**src/hdl/mlc_consts.svh**
```systemverilog
// constants for the modulator low-carrier control block
// assumes an APB slave with 32-bit data; only the low byte is used
//
// Behaviour
// invert bit set inverts the selected low carrier, clear passes it unchanged
// sync enable set: switch to high carrier waits for low carrier falling edge
// sync enable clear: switch away from low carrier happens at once
// four-bit select picks logic cells, oscillators, clock, pulse gens, ref clock, ground
// reserved select code connects no carrier source
// capture unit codes pass their output only while in PWM output mode
// bits 7 and 4 ignore writes, read zero; other bits keep value
`ifndef MLC_CONSTS_SVH
`define MLC_CONSTS_SVH

`define MLC_CTRL_OFF 12'h000
`define MLC_INV_BIT 6
`define MLC_SYNC_BIT 5
`define MLC_SEL_MSB 3
`define MLC_SEL_LSB 0
`define MLC_CTRL_RST 8'h00
`define MLC_CTRL_WMASK 8'h6F
`define MLC_SEL_GND 4'h0
`define MLC_SEL_RSVD 4'h9
`define MLC_SEL_CAP_A 4'h4
`define MLC_SEL_CAP_B 4'h5
`define MLC_SYNC_STAGES 2

`endif

```
**src/hdl/mlc_pkg.sv**
```systemverilog
// types for the modulator low-carrier control block
// assumes nothing beyond the constants header
package mlc_pkg;
	typedef enum logic [1:0] {
		MLC_ST_LOW = 2'b00,
		MLC_ST_WAIT = 2'b01,
		MLC_ST_HIGH = 2'b11
	} mlc_state_type;
endpackage

```
**src/hdl/mlc_top.sv**
```systemverilog
// low-carrier select, polarity and carrier-switch hold-off with an APB control register
// assumes carrier sources and capture mode flags are asynchronous levels;
// mod_data comes from logic on pclk
//
// Design decisions made here: the APB register port and the address map.
`timescale 1ns/1ps
`include "mlc_consts.svh"
module mlc_top (
	input wire logic pclk,
	input wire logic presetn,
	input wire logic psel,
	input wire logic penable,
	input wire logic pwrite,
	input wire logic [11:0] paddr,
	input wire logic [31:0] pwdata,
	output logic [31:0] prdata,
	output logic pready,
	output logic pslverr,
	// index equals select code; bits 0 and 9 are not read
	input wire logic [15:0] carrier_src,
	// bit 0 capture unit a, bit 1 capture unit b in PWM output mode
	input wire logic [1:0] capture_pwm_mode,
	input wire logic mod_data,
	output logic low_carrier_out,
	output logic use_high_carrier
);
	logic [17:0] sync_vec;
	logic [15:0] src_s;
	logic [1:0] pwm_s;

	mlc_sync #(.W(18)) u_sync (
		.pclk(pclk),
		.presetn(presetn),
		.async_in({capture_pwm_mode, carrier_src}),
		.sync_out(sync_vec)
	);

	assign src_s = sync_vec[15:0];
	assign pwm_s = sync_vec[17:16];

	// register bus
	logic [7:0] ctrl_q;
	logic [7:0] ctrl_d;
	logic [31:0] prdata_q;
	logic [31:0] prdata_d;
	logic pready_q;
	logic pready_d;
	logic pslverr_q;
	logic pslverr_d;
	logic hit;
	logic access;

	assign hit = (paddr == `MLC_CTRL_OFF);
	assign access = psel && penable && !pready_q;

	always_comb begin
		ctrl_d = ctrl_q;
		prdata_d = 32'h0000_0000;
		pready_d = access;
		pslverr_d = access && !hit;
		if (access && hit && pwrite) begin
			ctrl_d = pwdata[7:0] & `MLC_CTRL_WMASK;
		end
		if (access && hit && !pwrite) begin
			prdata_d = {24'h00_0000, ctrl_q & `MLC_CTRL_WMASK};
		end
	end

	always_ff @(posedge pclk or negedge presetn) begin
		if (!presetn) begin
			ctrl_q <= `MLC_CTRL_RST;
			prdata_q <= 32'h0000_0000;
			pready_q <= 1'b0;
			pslverr_q <= 1'b0;
		end else begin
			ctrl_q <= ctrl_d;
			prdata_q <= prdata_d;
			pready_q <= pready_d;
			pslverr_q <= pslverr_d;
		end
	end

	assign prdata = prdata_q;
	assign pready = pready_q;
	assign pslverr = pslverr_q;

	logic inv;
	logic sync_en;
	logic [3:0] sel;
	assign inv = ctrl_q[`MLC_INV_BIT];
	assign sync_en = ctrl_q[`MLC_SYNC_BIT];
	assign sel = ctrl_q[`MLC_SEL_MSB:`MLC_SEL_LSB];

	// carrier selection
	logic carrier_raw;
	always_comb begin
		carrier_raw = src_s[sel];
		case (sel)
			`MLC_SEL_GND: begin
				carrier_raw = 1'b0;
			end
			`MLC_SEL_RSVD: begin
				carrier_raw = 1'b0;
			end
			`MLC_SEL_CAP_A: begin
				carrier_raw = src_s[sel] && pwm_s[0];
			end
			`MLC_SEL_CAP_B: begin
				carrier_raw = src_s[sel] && pwm_s[1];
			end
			default: begin
				carrier_raw = src_s[sel];
			end
		endcase
	end

	// polarity and edge history
	logic carrier_q;
	logic carrier_d;
	logic carrier_prev_q;
	logic fall;

	always_comb begin
		carrier_d = carrier_raw ^ inv;
	end

	assign fall = carrier_prev_q && !carrier_q;

	// carrier switch state
	mlc_pkg::mlc_state_type state_q;
	mlc_pkg::mlc_state_type state_d;
	logic use_high_q;
	logic use_high_d;

	always_comb begin
		state_d = state_q;
		case (state_q)
			mlc_pkg::MLC_ST_LOW: begin
				if (mod_data && !sync_en) begin
					state_d = mlc_pkg::MLC_ST_HIGH;
				end else if (mod_data) begin
					state_d = mlc_pkg::MLC_ST_WAIT;
				end
			end
			mlc_pkg::MLC_ST_WAIT: begin
				if (!mod_data) begin
					state_d = mlc_pkg::MLC_ST_LOW;
				end else if (fall || !sync_en) begin
					state_d = mlc_pkg::MLC_ST_HIGH;
				end
			end
			mlc_pkg::MLC_ST_HIGH: begin
				if (!mod_data) begin
					state_d = mlc_pkg::MLC_ST_LOW;
				end
			end
			default: begin
				state_d = mlc_pkg::MLC_ST_LOW;
			end
		endcase
		use_high_d = (state_d == mlc_pkg::MLC_ST_HIGH);
	end

	always_ff @(posedge pclk or negedge presetn) begin
		if (!presetn) begin
			carrier_q <= 1'b0;
			carrier_prev_q <= 1'b0;
			state_q <= mlc_pkg::MLC_ST_LOW;
			use_high_q <= 1'b0;
		end else begin
			carrier_q <= carrier_d;
			carrier_prev_q <= carrier_q;
			state_q <= state_d;
			use_high_q <= use_high_d;
		end
	end

	assign low_carrier_out = carrier_q;
	assign use_high_carrier = use_high_q;
endmodule

```
**src/hdl/mlc_sync.sv**
```systemverilog
// two-flop synchroniser for a vector of independent levels
// assumes each bit is a slow level or a carrier below half of pclk
`timescale 1ns/1ps
module mlc_sync #(
	parameter int W = 18
) (
	input wire logic pclk,
	input wire logic presetn,
	input wire logic [W-1:0] async_in,
	output logic [W-1:0] sync_out
);
	genvar i;
	generate
		for (i = 0; i < W; i++) begin : g_bit
			logic meta_q;
			logic sync_q;
			always_ff @(posedge pclk or negedge presetn) begin
				if (!presetn) begin
					meta_q <= 1'b0;
					sync_q <= 1'b0;
				end else begin
					meta_q <= async_in[i];
					sync_q <= meta_q;
				end
			end
			assign sync_out[i] = sync_q;
		end
	endgenerate
endmodule

```
**config.mk**
```make
export PLATFORM = sky130hd
export DESIGN_NAME = mlc_top
export DESIGN_NICKNAME = d
export VERILOG_FILES = /design/src/hdl/mlc_pkg.sv /design/src/hdl/mlc_top.sv /design/src/hdl/mlc_sync.sv
export VERILOG_INCLUDE_DIRS = /design/src /design/src/hdl
export SDC_FILE = /design/constraint.sdc
export NUM_CORES = 1
export LEC_CHECK = 0
export BUFFER_PORTS_ARGS = -buffer_cell sky130_fd_sc_hd__buf_2
export CORE_MARGIN = 1
export CORE_UTILIZATION = 47
export CTS_CLUSTER_DIAMETER = 40
export DETAILED_ROUTE_END_ITERATION = 8
export PLACE_DENSITY_LB_ADDON = 0.25
export SYNTH_ARGS = -nofsm -noshare
export SYNTH_HDL_FRONTEND = slang
export SYNTH_SLANG_ARGS = --single-unit
```
**constraint.sdc**
```tcl
create_clock -name pclk -period 4.5 [get_ports pclk]
set_input_delay 0.45 -clock pclk [delete_from_list [all_inputs] [get_ports pclk]]
set_output_delay 0.45 -clock pclk [all_outputs]
set_load 0.02 [all_outputs]
```
==> results.sh <==
export IMPL_status="complete, no violations"
export IMPL_cp_end_kind="flip-flop"
export IMPL_final_hold_violation_count=0
export IMPL_cp_cell_sequence="mux4_2 -> mux2i_1 -> mux2_1 -> o211ai_2"
export IMPL_cts_tree="yes"
export IMPL_setup_viol=0
export IMPL_final_cell_mix="55 x dfrtp_1, 51 x buf_2, 26 x conb_1"
export IMPL_cpMaxStageDelayCell="dfrtp_1"
export IMPL_n_antenna_cell=0
export IMPL_cp_depth=4
export IMPL_p_leak_nw=1.20
export IMPL_power_uw=856
export IMPL_cts_htree_levels=2
export IMPL_via_per_inst=4.44
export IMPL_synth_seq_cells=55
export IMPL_via_count=1048
export IMPL_drc_errors=0
export IMPL_period_share_pct=38.8
export IMPL_worst_pin_slew_ns=0.625
export IMPL_place_detailed_hpwl_mm=1.99
export IMPL_required_ns=4.68
export IMPL_drive_above_1_share_pct=36.0
export IMPL_rr_startpoint="ctrl_q[0]"
export IMPL_hold_buffers=0
export IMPL_powerDensity_nw_per_um2=372
export IMPL_cts_max_path_buffers=2
export IMPL_crit_start="ctrl_q[0]"
export IMPL_crit_type="reg2reg"
export IMPL_drt_iter0_drc=19
export IMPL_cp_buffers_inverters=0
export IMPL_r2r_cells=4
export IMPL_synth_cell_types=29
export IMPL_initial_core_util_pct=49.3
export IMPL_grt_util_all_layers_pct=13.9
export IMPL_grt_first_pass_wirelength_mm=4.33
export IMPL_yosysWarnings=0
export IMPL_cts_resized=0
export IMPL_cts_made_buffers=5
export IMPL_synthMuxAreaShare_pct=9.51
export IMPL_io_buffers=51
export IMPL_synth_simple_area_share_pct=6.81
export IMPL_cp_max_fo=9
export IMPL_dp_cells=228
export IMPL_arrival_ns=1.93
export IMPL_slew_viol_final=0
export IMPL_fmax_mhz=572
export IMPL_r2r_setup_slack_ns=2.75
export IMPL_first_pass_iters=4
export IMPL_synth_avg_cell_area_um2=15.5
export IMPL_die_h_um=67
export IMPL_path_clk_slew_ns=0.09
export IMPL_ios=104
export IMPL_crit_family="multiplexers"
export IMPL_fin_setup_tns_ns=0
export IMPL_fin_skew_ns=0.00391
export IMPL_cts_sinks=55
export IMPL_area_growth_pct=15.9
export IMPL_ant_nets=0
export IMPL_grt_pass1_vias=1035
export IMPL_place_gp_congestion=0.683
export IMPL_final_common_cell="dfrtp_1"
export IMPL_syn_area_um2=1990
export IMPL_post_cts_buffers=0
export IMPL_die_area_um2=4490
export IMPL_synth_xor_area_share_pct=0.441
export IMPL_rsz0062_at_grt="false"
export IMPL_cts_root_buf="clkbuf_8"
export IMPL_fin_cells=236
export IMPL_overflow=0
export IMPL_hold_path_class="in2async"
export IMPL_slowest_delay_ns=0.60
export IMPL_fp_dieW_um=67
export IMPL_period_minus_slack_ns=1.75
export IMPL_ys_seq_area_share_pct=69.3
export IMPL_irDropWorstVdd_uv=258
export IMPL_drv_cap=0
export IMPL_routedWlPerCell_um=11.0
export IMPL_slew_headroom_pct=58.4
export IMPL_synth_compound_gate_area_share_pct=2.77
export IMPL_grt_max_degree=56
export IMPL_synth_fa_ha_area_share_pct=0
export IMPL_worstReg2RegEnd="low_carrier_out"
export IMPL_postSynthCellCount=128
export IMPL_wl_mm=2.60
export IMPL_finalNetCount=253
export IMPL_antenna_found_initial=0
export IMPL_clk_latency_ns=0.30
export IMPL_synth_top_family_by_area="buffers and inverters"
export IMPL_rows=23
export IMPL_core_um2=4030
export IMPL_startpoint_type="flip-flop"
## logic make-up (layout without fill, tap and decap cells)
family / Yosys count / in the layout
DFF: 55 / 55
and+or+nand+nor: 21 / 21
xor gates and xnor gates: 1 / 1
buffers and inverters: 30 / 63
other: 1 / 26
muxes: 13 / 13
AOI/OAI and AO/OA: 7 / 7
## per-stage QoR
stage	utilization, %	hold WS (ns)	cell area (µm²)	setup WS, ns
2_1_floorplan	-	0.154	2080	3.01
3_3_place_gp	54.6	0.334	2200	2.75
3_5_place_dp	54.6	0.335	2200	2.71
4_1_cts	57.1	0.236	2300	2.73
5_1_grt	57.1	0.224	2300	2.62
6_report	57.1	0.248	2300	2.75
## report_power, final
part | leakage [nW] | total (mW) | switching, mW | internal (mW)
clock | 0.0533 | 0.279 | 0.149 | 0.129
sequential | 0.678 | 0.518 | 0.00517 | 0.513
combinational | 0.464 | 0.0592 | 0.0393 | 0.0199
total | 1.20 | 0.856 | 0.194 | 0.662
## worst register-to-register path, stage by stage (launching register included)
cell      delay (ns)
dfrtp_1         0.60
mux4_2          0.55
mux2i_1         0.21
mux2_1          0.18
o211ai_2        0.09
## routing by layer
layer / GRT usage (%) / up-vias / share of wire (%)
met5: 0 / - / 0
met4: 8.78 / 0 / 2.0
met3: 3.60 / 5 / 11
met2: 24.4 / 68 / 51
met1: 14.5 / 483 / 36
li1: - / 492 / -
## sequential cells by signal (all words and copies together), names as in the netlist
| register | flops |
|---|---|
| u_sync.g_bit.sync_q | 18 |
| pslverr | 1 |
| use_high_carrier | 1 |
| state_q | 2 |
| prdata | 6 |
| low_carrier_out | 1 |
| pready | 1 |
| ctrl_q | 6 |
| carrier_prev_q | 1 |
| u_sync.g_bit.meta_q | 18 |
## cell usage after synthesis (all sizes together)
library cell  number  area (µm²)
dfrtp             55        1380
buf               27         206
and2               8        50.1
mux2               7        78.8
mux4               4        90.1
inv                3        11.3
nor4               3        18.8
mux2i              2        20.0
nand3              2        15.0
o211ai             2        20.0
a21boi             1        7.51
a21o               1        7.51
a21oi              1        5.00
a32oi              1        8.76
and3               1        6.26
and3b              1        8.76
conb               1        3.75
nand2              1        3.75
nand4bb            1        11.3
nor2               1        3.75
nor2b              1        6.26
nor3               1        5.00
o22ai              1        6.26
or3                1        6.26
xor2               1        8.76
## cell type report
class	count	area, µm²
Fill cell	350	1730
Sequential cell	55	1380
Multi-Input combinational cell	68	485
Timing Repair Buffer	52	263
Clock buffer	6	82.6
Tap cell	50	62.6
Clock inverter	2	20.0
Inverter	3	11.3
## worst max path at each step
stage,end,slack [ns]
6_report,low_carrier_out,2.75
5_1_grt,low_carrier_out,2.62
2_1_floorplan,ctrl_q[0],3.01
4_1_cts,low_carrier_out,2.73
3_5_place_dp,ctrl_q[3],2.71
3_3_place_gp,low_carrier_out,2.75
Power figures use the tool's default switching activity.
